## config.mk

```make
export PLATFORM = sky130hd
export DESIGN_NAME = cal_cmd_interp
export DESIGN_NICKNAME = d
export VERILOG_FILES = /design/src/byte_fifo_mem.v /design/src/cal_cmd_interp.v
export VERILOG_INCLUDE_DIRS = /design/src
export SDC_FILE = /design/constraint.sdc
export NUM_CORES = 1
export LEC_CHECK = 0
export CAP_MARGIN = 15
export CORE_MARGIN = 8
export CORE_UTILIZATION = 35
export DETAILED_ROUTE_END_ITERATION = 8
export DONT_BUFFER_PORTS = 1
export SKIP_CTS_REPAIR_TIMING = 1
export SYNTH_ARGS = -nofsm -noshare
export SYNTH_HDL_FRONTEND = slang
export SYNTH_HIERARCHICAL = 1
export SYNTH_SLANG_ARGS = --single-unit
```

## constraint.sdc

```tcl
create_clock -name CLK_I -period 5.5 [get_ports CLK_I]
set_clock_uncertainty 0.2 [all_clocks]
set_input_delay 1.1 -clock CLK_I [delete_from_list [all_inputs] [get_ports CLK_I]]
set_output_delay 1.1 -clock CLK_I [all_outputs]
set_load 0.01 [all_outputs]
```

## src/cmd_interp_regs.vh

```
`ifndef CMD_INTERP_REGS_VH
`define CMD_INTERP_REGS_VH
// --------
// Frame identifiers
// --------
`define FID_SELECT_OUTPUTS    8'h03
`define FID_REQ_SINGLE        8'h04
`define FID_MEAS_REPLY        8'h05
`define FID_CAL_BEGIN         8'h0A
`define FID_CAL_ABORT         8'h0B
`define FID_POINT_TALLY       8'h11
`define FID_CAL_QUALITY       8'h12
`define FID_BEGIN_STREAM      8'h15
`define FID_HALT_STREAM       8'h16
`define FID_ACQ_PARAMS        8'h18
`define FID_RESTORE_MAG       8'h1D
`define FID_RESTORE_MAG_ACK   8'h1E
`define FID_CAPTURE_POINT     8'h1F
`define FID_RESTORE_ACCEL     8'h24
`define FID_RESTORE_ACCEL_ACK 8'h25
// --------
// Component identifiers
// --------
`define CID_BEARING           8'h05
`define CID_NOSE_ANGLE        8'h18
`define CID_BANK_ANGLE        8'h19
`define CID_STATUS            8'h4F
`define CID_RATE_X            8'h4A
`define CID_RATE_Y            8'h4B
`define CID_RATE_Z            8'h4C
// --------
// Limits and AXI registers
// --------
`define CAL_POINT_MAX         8'h0C
`define CAL_COMP_COUNT        8'h03
`define CAL_METHOD_LEN        4'h4
`define CAL_METHOD_RESET      32'h00000000
`define REG_STATUS            4'h4
`define REG_GAP               4'h8
`define REG_METHOD            4'hC
`endif

```

## src/byte_fifo_mem.v

```verilog
`timescale 1ns/1ns
`default_nettype none
// ----------------------------------------------------------------
// Small memory for selected component ids
// ----------------------------------------------------------------
module byte_fifo_mem (
   // Clock
   input  wire       clk_i,
   // Write port
   input  wire       we_i,
   input  wire [3:0] waddr_i,
   input  wire [7:0] wdata_i,
   // Read port
   input  wire [3:0] raddr_i,
   output reg  [7:0] rdata_o
);
   reg [7:0] mem [0:15];
   always @(posedge clk_i) begin
      if (we_i) begin
         mem[waddr_i] <= wdata_i;
      end
      rdata_o <= mem[raddr_i];
   end
endmodule
`default_nettype wire

```

## src/cal_cmd_interp.v

```verilog
// Functional notes
// - Polled style: single request yields exactly one measurement set
// - Continuous style: begin streaming repeats sets spaced by the gap
// - Halt frame stops streaming output
// - Requests and streaming produce reply frames with selected components
// - Reply payload: count byte, then id byte and value per component
// - Calibration only in compass mode, at most twelve points
// - Calibration begin starts calibration with current settings
// - Four-byte method code; short or absent keeps previous method
// - Frame: two-byte count, id, payload, two-byte checksum; replies send no checksum bytes, though their count includes two for it
// - During calibration replies carry three items: bearing, nose, bank
// - Capture frame during calibration takes one sample; ignored while auto capture is on
// - Each sample sends tally frame with 32-bit running count
// - Abort ends calibration, stored results kept
// - Auto capture on: device takes points itself
// - Final point sends quality frame of six 32-bit words
// - Incline span is larger of half pitch or half roll extent
// - Restore mag defaults loads factory set and sends ack
// - Restore accel defaults loads factory set
// - Rate items reported under their own identifiers
// - Style flag: true continuous, false polled, continuous default
// - Gap timed from end of one set to start of next, zero back-to-back
// - Select payload: count then ids; replies keep that order
//
// The register addresses and the AXI4-Lite slave port were left to the implementer.
`timescale 1ns/1ns
`default_nettype none
`include "cmd_interp_regs.vh"
module cal_cmd_interp (
   // Clock and reset
   input  wire        CLK_I,
   input  wire        RST_N_I,
   // Received frame bytes
   input  wire        RX_VALID_I,
   input  wire [7:0]  RX_DATA_I,
   input  wire        RX_LAST_I,
   // Transmit byte stream
   output wire        TX_VALID_O,
   output reg  [7:0]  TX_DATA_O,
   output reg         TX_LAST_O,
   input  wire        TX_READY_I,
   // Sensor values
   input  wire [31:0] BEARING_I,
   input  wire [31:0] NOSE_I,
   input  wire [31:0] BANK_I,
   input  wire [31:0] RATE_X_I,
   input  wire [31:0] RATE_Y_I,
   input  wire [31:0] RATE_Z_I,
   input  wire [7:0]  STATUS_I,
   input  wire        COMPASS_MODE_I,
   input  wire        AUTO_POINT_I,
   input  wire        AUTO_TICK_I,
   input  wire [7:0]  POINT_TARGET_I,
   input  wire [191:0] QUALITY_I,
   // Coefficient control
   output reg         CAL_ACTIVE_O,
   output reg         CAL_SAMPLE_O,
   output reg         LOAD_MAG_FACTORY_O,
   output reg         LOAD_ACCEL_FACTORY_O,
   // AXI4-Lite slave
   input  wire [3:0]  S_AXI_AWADDR,
   input  wire        S_AXI_AWVALID,
   output wire        S_AXI_AWREADY,
   input  wire [31:0] S_AXI_WDATA,
   input  wire [3:0]  S_AXI_WSTRB,
   input  wire        S_AXI_WVALID,
   output wire        S_AXI_WREADY,
   output reg  [1:0]  S_AXI_BRESP,
   output reg         S_AXI_BVALID,
   input  wire        S_AXI_BREADY,
   input  wire [3:0]  S_AXI_ARADDR,
   input  wire        S_AXI_ARVALID,
   output wire        S_AXI_ARREADY,
   output reg  [31:0] S_AXI_RDATA,
   output reg  [1:0]  S_AXI_RRESP,
   output reg         S_AXI_RVALID,
   input  wire        S_AXI_RREADY
);
   // --------
   // States
   // --------
   localparam [4:0] ST_IDLE = 5'h01;
   localparam [4:0] ST_HDR  = 5'h02;
   localparam [4:0] ST_BODY = 5'h04;
   localparam [4:0] ST_WAIT = 5'h08;
   localparam [4:0] ST_GAP  = 5'h10;
   localparam [2:0] K_MEAS  = 3'd0;
   localparam [2:0] K_TALLY = 3'd1;
   localparam [2:0] K_QUAL  = 3'd2;
   localparam [2:0] K_MACK  = 3'd3;
   localparam [2:0] K_AACK  = 3'd4;

   reg        style_ff;
   reg [31:0] gap_ff;
   reg [31:0] method_ff;
   reg        stream_ff;
   reg        poll_pend_ff;
   reg        tally_pend_ff;
   reg        qual_pend_ff;
   reg        mack_pend_ff;
   reg        aack_pend_ff;
   reg [7:0]  points_ff;
   reg [7:0]  sel_cnt_ff;
   reg [7:0]  sel_len_ff;
   reg [4:0]  state_ff;
   reg [2:0]  kind_ff;
   reg [7:0]  rx_id_ff;
   reg [3:0]  rx_idx_ff;
   reg        rx_first_ff;
   reg [31:0] rx_word_ff;
   reg [3:0]  rx_wcnt_ff;
   reg [7:0]  tx_idx_ff;
   reg [7:0]  tx_len_ff;
   reg [3:0]  comp_ff;
   reg [31:0] gap_cnt_ff;
   reg [191:0] snap_ff;
   wire       sel_adv;

   // --------
   // Component id memory
   // --------
   wire       sel_we = RX_VALID_I && !rx_first_ff &&
                       rx_id_ff == `FID_SELECT_OUTPUTS && rx_idx_ff != 4'h0;
   wire [7:0] sel_rd;
   byte_fifo_mem u_sel (
      .clk_i   (CLK_I),
      .we_i    (sel_we),
      .waddr_i (rx_idx_ff - 4'h1),
      .wdata_i (RX_DATA_I),
      .raddr_i (comp_ff + {3'h0, sel_adv}),
      .rdata_o (sel_rd)
   );

   // --------
   // Frame decode
   // --------
   wire rx_end  = RX_VALID_I && RX_LAST_I;
   wire [7:0] fid = rx_first_ff ? RX_DATA_I : rx_id_ff;
   wire cap_ok  = CAL_ACTIVE_O && points_ff < `CAL_POINT_MAX &&
                  points_ff < POINT_TARGET_I;
   wire take_pt = CAL_ACTIVE_O && cap_ok &&
                  ((rx_end && fid == `FID_CAPTURE_POINT && !AUTO_POINT_I) ||
                   (AUTO_POINT_I && AUTO_TICK_I));
   wire last_pt = take_pt && (points_ff + 8'h01 == POINT_TARGET_I ||
                  points_ff + 8'h01 == `CAL_POINT_MAX);
   wire tx_go   = state_ff == ST_BODY && TX_READY_I;
   wire tx_done = tx_go && tx_idx_ff == tx_len_ff;
   assign TX_VALID_O = state_ff == ST_BODY;

   always @(posedge CLK_I) begin
      if (!RST_N_I) begin
         rx_first_ff <= 1'b1;
         rx_id_ff    <= 8'h00;
         rx_idx_ff   <= 4'h0;
         rx_word_ff  <= 32'h0;
         rx_wcnt_ff  <= 4'h0;
      end else if (RX_VALID_I) begin
         rx_first_ff <= RX_LAST_I;
         if (rx_first_ff) begin
            rx_id_ff   <= RX_DATA_I;
            rx_idx_ff  <= 4'h0;
            rx_wcnt_ff <= 4'h0;
         end else begin
            rx_idx_ff  <= rx_idx_ff + 4'h1;
            rx_word_ff <= {rx_word_ff[23:0], RX_DATA_I};
            rx_wcnt_ff <= rx_wcnt_ff + 4'h1;
         end
      end
   end

   // --------
   // Command effects
   // --------
   always @(posedge CLK_I) begin
      if (!RST_N_I) begin
         style_ff      <= 1'b1;
         stream_ff     <= 1'b0;
         poll_pend_ff  <= 1'b0;
         tally_pend_ff <= 1'b0;
         qual_pend_ff  <= 1'b0;
         mack_pend_ff  <= 1'b0;
         aack_pend_ff  <= 1'b0;
         CAL_ACTIVE_O  <= 1'b0;
         CAL_SAMPLE_O  <= 1'b0;
         LOAD_MAG_FACTORY_O   <= 1'b0;
         LOAD_ACCEL_FACTORY_O <= 1'b0;
         points_ff     <= 8'h00;
         sel_cnt_ff    <= 8'h00;
         sel_len_ff    <= 8'h00;
         method_ff     <= `CAL_METHOD_RESET;
      end else begin
         CAL_SAMPLE_O         <= take_pt;
         LOAD_MAG_FACTORY_O   <= 1'b0;
         LOAD_ACCEL_FACTORY_O <= 1'b0;
         if (tx_done && kind_ff == K_MEAS) begin
            poll_pend_ff <= 1'b0;
         end
         if (tx_done && kind_ff == K_TALLY) tally_pend_ff <= 1'b0;
         if (tx_done && kind_ff == K_QUAL) qual_pend_ff <= 1'b0;
         if (tx_done && kind_ff == K_MACK) mack_pend_ff <= 1'b0;
         if (tx_done && kind_ff == K_AACK) aack_pend_ff <= 1'b0;
         if (RX_VALID_I && !rx_first_ff &&
             rx_id_ff == `FID_SELECT_OUTPUTS && rx_idx_ff == 4'h0) begin
            sel_cnt_ff <= RX_DATA_I;
            sel_len_ff <= 8'h00;
         end
         if (sel_we) begin
            sel_len_ff <= sel_len_ff +
                          (RX_DATA_I == `CID_STATUS ? 8'd2 : 8'd5);
         end
         if (RX_VALID_I && !rx_first_ff &&
             rx_id_ff == `FID_ACQ_PARAMS && rx_idx_ff == 4'h0) begin
            style_ff <= RX_DATA_I != 8'h00;
         end
         if (rx_end) begin
            if (fid == `FID_REQ_SINGLE && !style_ff) begin
               poll_pend_ff <= 1'b1;
            end
            if (fid == `FID_BEGIN_STREAM && style_ff) begin
               stream_ff <= 1'b1;
            end
            if (fid == `FID_HALT_STREAM) begin
               stream_ff <= 1'b0;
            end
            if (fid == `FID_CAL_BEGIN && COMPASS_MODE_I) begin
               CAL_ACTIVE_O <= 1'b1;
               points_ff    <= 8'h00;
               if (!rx_first_ff && rx_wcnt_ff + 4'h1 >= `CAL_METHOD_LEN) begin
                  method_ff <= {rx_word_ff[23:0], RX_DATA_I};
               end
            end
            if (fid == `FID_CAL_ABORT && CAL_ACTIVE_O) begin
               CAL_ACTIVE_O <= 1'b0;
            end
            if (fid == `FID_RESTORE_MAG) begin
               LOAD_MAG_FACTORY_O <= 1'b1;
               mack_pend_ff       <= 1'b1;
            end
            if (fid == `FID_RESTORE_ACCEL) begin
               LOAD_ACCEL_FACTORY_O <= 1'b1;
               aack_pend_ff         <= 1'b1;
            end
         end
         if (take_pt) begin
            points_ff     <= points_ff + 8'h01;
            tally_pend_ff <= 1'b1;
            if (last_pt) begin
               qual_pend_ff <= 1'b1;
               CAL_ACTIVE_O <= 1'b0;
            end
         end
      end
   end

   // --------
   // Transmit sequencer
   // --------
   wire meas_due = poll_pend_ff || stream_ff;
   wire [7:0] ncomp = CAL_ACTIVE_O ? `CAL_COMP_COUNT : sel_cnt_ff;
   always @(posedge CLK_I) begin
      if (!RST_N_I) begin
         state_ff   <= ST_IDLE;
         kind_ff    <= K_MEAS;
         tx_idx_ff  <= 8'h00;
         tx_len_ff  <= 8'h00;
         gap_cnt_ff <= 32'h0;
         snap_ff    <= 192'h0;
      end else begin
         case (state_ff)
            ST_IDLE: begin
               tx_idx_ff <= 8'h00;
               if (mack_pend_ff) begin
                  kind_ff <= K_MACK;
                  state_ff <= ST_HDR;
               end else if (aack_pend_ff) begin
                  kind_ff <= K_AACK;
                  state_ff <= ST_HDR;
               end else if (tally_pend_ff) begin
                  kind_ff <= K_TALLY;
                  state_ff <= ST_HDR;
               end else if (qual_pend_ff) begin
                  kind_ff <= K_QUAL;
                  snap_ff <= QUALITY_I;
                  state_ff <= ST_HDR;
               end else if (meas_due) begin
                  kind_ff <= K_MEAS;
                  state_ff <= ST_HDR;
               end
            end
            ST_HDR: begin
               case (kind_ff)
                  K_TALLY: tx_len_ff <= 8'd6;
                  K_QUAL:  tx_len_ff <= 8'd26;
                  K_MEAS:  tx_len_ff <= 8'd3 +
                                        (CAL_ACTIVE_O ? 8'd15 : sel_len_ff);
                  default: tx_len_ff <= 8'd2;
               endcase
               state_ff <= ST_BODY;
            end
            ST_BODY: begin
               if (tx_go) begin
                  tx_idx_ff <= tx_idx_ff + 8'h01;
                  if (tx_done) begin
                     gap_cnt_ff <= gap_ff;
                     state_ff <= (kind_ff == K_MEAS && stream_ff) ?
                                 ST_GAP : ST_IDLE;
                  end
               end
            end
            ST_GAP: begin
               if (gap_cnt_ff == 32'h0) begin
                  state_ff <= ST_IDLE;
               end else begin
                  gap_cnt_ff <= gap_cnt_ff - 32'h1;
               end
            end
            default: state_ff <= ST_IDLE;
         endcase
      end
   end

   // --------
   // Byte assembly
   // --------
   reg [7:0]  body_idx;
   reg [7:0]  cid;
   reg [31:0] cval;
   always @* begin
      body_idx = tx_idx_ff - 8'd3;
      cid      = CAL_ACTIVE_O ? (comp_ff == 4'h0 ? `CID_BEARING :
                 comp_ff == 4'h1 ? `CID_NOSE_ANGLE : `CID_BANK_ANGLE)
                 : sel_rd;
      case (cid)
         `CID_BEARING:    cval = BEARING_I;
         `CID_NOSE_ANGLE: cval = NOSE_I;
         `CID_BANK_ANGLE: cval = BANK_I;
         `CID_RATE_X:     cval = RATE_X_I;
         `CID_RATE_Y:     cval = RATE_Y_I;
         `CID_RATE_Z:     cval = RATE_Z_I;
         default:         cval = 32'h0;
      endcase
   end

   reg [2:0] sub_ff;
   assign sel_adv = tx_go && tx_idx_ff > 8'd3 &&
                    (sub_ff == 3'd4 || (cid == `CID_STATUS && sub_ff == 3'd1));
   always @(posedge CLK_I) begin
      if (!RST_N_I || state_ff != ST_BODY) begin
         comp_ff <= 4'h0;
         sub_ff  <= 3'd0;
      end else if (sel_adv) begin
         sub_ff  <= 3'd0;
         comp_ff <= comp_ff + 4'h1;
      end else if (tx_go && tx_idx_ff > 8'd3) begin
         sub_ff <= sub_ff + 3'd1;
      end
   end

   always @* begin
      TX_LAST_O = tx_idx_ff == tx_len_ff;
      TX_DATA_O = 8'h00;
      if (tx_idx_ff < 8'd2) begin
         TX_DATA_O = tx_idx_ff == 8'd0 ? 8'h00 : tx_len_ff + 8'h03;
      end else if (tx_idx_ff == 8'd2) begin
         case (kind_ff)
            K_TALLY: TX_DATA_O = `FID_POINT_TALLY;
            K_QUAL:  TX_DATA_O = `FID_CAL_QUALITY;
            K_MACK:  TX_DATA_O = `FID_RESTORE_MAG_ACK;
            K_AACK:  TX_DATA_O = `FID_RESTORE_ACCEL_ACK;
            default: TX_DATA_O = `FID_MEAS_REPLY;
         endcase
      end else if (kind_ff == K_TALLY) begin
         TX_DATA_O = tx_idx_ff == 8'd6 ? points_ff : 8'h00;
      end else if (kind_ff == K_QUAL) begin
         TX_DATA_O = snap_ff[191 - {body_idx, 3'b000} -: 8];
      end else if (kind_ff == K_MEAS) begin
         if (tx_idx_ff == 8'd3) begin
            TX_DATA_O = ncomp;
         end else if (sub_ff == 3'd0) begin
            TX_DATA_O = cid;
         end else if (cid == `CID_STATUS) begin
            TX_DATA_O = STATUS_I;
         end else begin
            TX_DATA_O = cval[31 - {sub_ff - 3'd1, 3'b000} -: 8];
         end
      end
   end

   // --------
   // AXI4-Lite slave
   // --------
   wire wr_go = S_AXI_AWVALID && S_AXI_WVALID && !S_AXI_BVALID;
   assign S_AXI_AWREADY = wr_go;
   assign S_AXI_WREADY  = wr_go;
   assign S_AXI_ARREADY = !S_AXI_RVALID;
   always @(posedge CLK_I) begin
      if (!RST_N_I) begin
         gap_ff       <= 32'h0;
         S_AXI_BVALID <= 1'b0;
         S_AXI_BRESP  <= 2'b00;
         S_AXI_RVALID <= 1'b0;
         S_AXI_RRESP  <= 2'b00;
         S_AXI_RDATA  <= 32'h0;
      end else begin
         if (S_AXI_BVALID && S_AXI_BREADY) S_AXI_BVALID <= 1'b0;
         if (S_AXI_RVALID && S_AXI_RREADY) S_AXI_RVALID <= 1'b0;
         if (wr_go) begin
            S_AXI_BVALID <= 1'b1;
            S_AXI_BRESP  <= 2'b00;
            if (S_AXI_AWADDR == `REG_GAP) begin
               gap_ff <= S_AXI_WDATA;
            end else begin
               S_AXI_BRESP <= 2'b10;
            end
         end
         if (S_AXI_ARVALID && !S_AXI_RVALID) begin
            S_AXI_RVALID <= 1'b1;
            S_AXI_RRESP  <= 2'b00;
            if (S_AXI_ARADDR == `REG_STATUS) begin
               S_AXI_RDATA <= {16'h0, points_ff, 4'h0, style_ff,
                               stream_ff, qual_pend_ff, CAL_ACTIVE_O};
            end else if (S_AXI_ARADDR == `REG_GAP) begin
               S_AXI_RDATA <= gap_ff;
            end else if (S_AXI_ARADDR == `REG_METHOD) begin
               S_AXI_RDATA <= method_ff;
            end else begin
               S_AXI_RDATA <= 32'h0;
               S_AXI_RRESP <= 2'b10;
            end
         end
      end
   end
endmodule
`default_nettype wire

```

==> impl_metrics.env <==
export IMPL_drt_iter0_markers=1738
export IMPL_outcome="completed"
export IMPL_timing_final_ws_setup_ns=0.228
export IMPL_ys_warn_count=6
export IMPL_synth_edf_count=128
export IMPL_layout_nets=3425
export IMPL_synth_top_area_share_pct=32.3
export IMPL_wl_met1_mm=38.2
export IMPL_slew_viol_final=0
export IMPL_slew_headroom_pct=28.8
export IMPL_reg2reg_to="u_sel/rdata_o[0]"
export IMPL_powerDensity_mw_per_mm2=279
export IMPL_cts_inserted_buffers=60
export IMPL_core_area_sq_mm=0.0772
export IMPL_top_layer="met4"
export IMPL_port_buffers=0
export IMPL_cts_tree="yes"
export IMPL_wl_met3_mm=7.35
export IMPL_yosysMostFrequentCell="nand2_1"
export IMPL_ant_nets=0
export IMPL_yosys_area_top_type="dfxtp_1"
export IMPL_via_per_inst=5.51
export IMPL_finalWeightedCongestion=0.919
export IMPL_row_count=102
export IMPL_fin_tns_setup_ns=0
export IMPL_fp_dieW_um=295
export IMPL_synthCells=3015
export IMPL_io_pins=520
export IMPL_fin_crit_sh_pct=95.9
export IMPL_max_freq_mhz=190
export IMPL_tightest_slew_ns=1.07
export IMPL_required_ns=4.20
export IMPL_yosys_top_cells_area="dfxtp_1 (32%), edfxtp_1 (14%), nand2_1 (9.8%)"
export IMPL_vias=22100
export IMPL_grt_use_total_pct=20.0
export IMPL_wire_per_inst_um=22.8
export IMPL_overflow=0
export IMPL_synth_flop_cell="dfxtp_1"
export IMPL_worstHoldEndpoint="method_ff[30]"
export IMPL_reg2reg_from="tx_idx_ff[4]"
export IMPL_synth_async_reset_ratio_pct=0
export IMPL_hold_depth=2
export IMPL_ff2ff_setup_slack_ns=1.11
export IMPL_clock_path_buffers=3
export IMPL_syn_area_sq_mm=0.0272
export IMPL_cts_root_buffer="clkbuf_16"
export IMPL_grt_max_degree=161
export IMPL_start_util_pct=35.2
export IMPL_clk_insertion_delay_late_ns=0.64
export IMPL_vdd_drop_max_uv=188
export IMPL_drc_errors=0
export IMPL_htree_levels=2
export IMPL_grt_first_pass_wirelength_mm=134
export IMPL_first_pass_iters=6
export IMPL_wl_met2_mm=43.9
export IMPL_die_h_um=295
export IMPL_worstSetupPathType="flop to primary output"
export IMPL_critPathMaxFanout=9
export IMPL_finalSetupViolations=0
export IMPL_pre_cts_ws_ns=0.331
export IMPL_min_path_type="flop to flop"
export IMPL_p_leak_nw=9.62
export IMPL_hold_viol=0
export IMPL_syn_avg_cell_area_sq_um=9.01
export IMPL_yosysUniqueCellTypes=103
export IMPL_grt_pass1_vias=21400
export IMPL_grt_setup_unrepaired="no"
export IMPL_yosysSeqAreaShare_pct=46.4
export IMPL_antenna_found_initial=3
export IMPL_cts_sinks=566
export IMPL_wl_mm=91.6
export IMPL_dp_hpwl_mm=67.7
export IMPL_synth_common_cells="nand2_1 (710), dfxtp_1 (438), a21oi_1 (420)"
export IMPL_syn_to_final_growth_pct=10.7
export IMPL_end_kind="primary output"
export IMPL_reg2regPathDepth=9
export IMPL_clk_pin_slew_ns=0.06
export IMPL_max_cap_viol_count=0
export IMPL_period_needed_ns=5.27
export IMPL_startpoint_type="flop"
export IMPL_die_area_sq_mm=0.0868
export IMPL_ys_ff_latch=566
export IMPL_layout_drive_gt1_share_pct=10.0
export IMPL_cp_arrival_ns=3.97
export IMPL_hold_start="rx_word_ff[22]"
[layer usage]
| layer | vias to the layer above | GRT usage [%] |
|---|---|---|
| li1 | 10600 | - |
| met1 | 10600 | 25.6 |
| met2 | 777 | 33.7 |
| met3 | 118 | 4.81 |
| met4 | 0 | 5.29 |
| met5 | - | 0 |
[layout by cell type, fill, tap and decap left out, types with 13 or more instances in the layout]
cell / synthesis / routed
dfxtp_1: 438 / 436
xor2_1: 23 / 22
a21oi_1: 420 / 420
edfxtp_1: 128 / 128
a211oi_1: 13 / 13
buf_4: 11 / 66
nand3_1: 45 / 45
inv_1: 37 / 37
nor4_1: 15 / 15
o21ai_0: 62 / 59
ha_1: 31 / 29
mux4_2: 72 / 72
mux4_1: 14 / 14
clkbuf_16: 0 / 60
clkbuf_1: 143 / 18
mux2_2: 13 / 13
or3_1: 14 / 13
and2_1: 15 / 15
nand2_1: 710 / 710
nor3_1: 46 / 44
o211ai_1: 20 / 20
a221o_1: 14 / 14
and3_1: 16 / 16
nand4_1: 38 / 38
nor2_1: 216 / 215
nand2b_1: 21 / 21
a22oi_1: 85 / 85
mux2i_1: 30 / 30
xnor2_1: 28 / 28
a221oi_1: 28 / 28
[layout make-up]
cell class                 instances  area (sq um)
antenna                            1          2.50
clock buffer                      82          1620
clock inverter                    26           289
fill                            7802         47100
inverter                          38           150
multi-input combinational       2190         13500
sequential                       566         12600
tap                             1040          1300
timing repair buffer              72           601
[critical path, cell delays in order (launching register included)]
cell      delay [ns]
dfxtp_4         0.37
ha_1            0.31
or3_1           0.45
xor2_4          0.27
inv_1           0.11
ha_4            0.36
nand2_1         0.17
o21ai_1         0.61
nand2b_1        0.14
a31oi_1         0.36
buf_4           0.21
[stage by stage]
stage	instances	instance area [sq um]	hold WS (ns)	power (W)	util (%)
floorplan	3016	27200	0.228	0.00448	-
global placement	3905	28100	0.237	0.00451	36.4
detailed placement	3905	28100	0.240	0.00452	36.4
CTS	4013	30000	0.250	0.00851	38.9
global route	4015	30100	0.265	0.00868	39.0
finish	4015	30100	0.234	0.00840	39.0
[cells by family (layout without fill, tap and decap cells)]
family,Yosys count,count (layout),share of synthesized area [%]
AND/OR/NAND/NOR,1220,1220,20.0
AO/OA/AOI/OAI,755,755,17.0
flip-flops,566,566,46.4
buffers and inverters,260,218,4.35
multiplexers,129,129,8.96
XOR/XNOR,52,52,1.70
adder cells (fa/ha/maj),32,32,1.50
other,1,3,0.0138
[worst max-delay path by stage]
stage	start	to	slack (ns)	depth (start not counted)
after CTS	tx_idx_ff[0]	TX_DATA_O[0]	-0.37	10
after global placement	tx_idx_ff[0]	TX_DATA_O[0]	0.34	10
after detailed placement	tx_idx_ff[0]	TX_DATA_O[0]	0.33	10
after global routing	comp_ff[0]	TX_DATA_O[0]	0.06	10
final	tx_idx_ff[0]	TX_DATA_O[0]	0.23	10
after floorplan	tx_idx_ff[0]	TX_DATA_O[1]	0.99	13
[power breakdown]
group	internal [W]	total [W]	switching (W)	leakage [nW]
clock	0.00226	0.00397	0.00171	0.920
combinational	0.0000415	0.000155	0.000114	4.02
sequential	0.00426	0.00427	0.0000131	4.68
total	0.00656	0.00840	0.00184	9.62
[flip-flops by register name, indices dropped and copies added, names as in the netlist, 3 cells and up]
signal	cells
snap_ff	192
u_sel/mem	128
S_AXI_RDATA	32
gap_cnt_ff	32
gap_ff	32
method_ff	32
rx_word_ff	24
points_ff	8
rx_id_ff	8
sel_cnt_ff	8
sel_len_ff	8
tx_idx_ff	8
tx_len_ff	8
u_sel/rdata_o	8
comp_ff	4
rx_idx_ff	4
rx_wcnt_ff	4
state_ff	4
kind_ff	3
sub_ff	3
No activity file was read; power rests on OpenSTA's default activity.
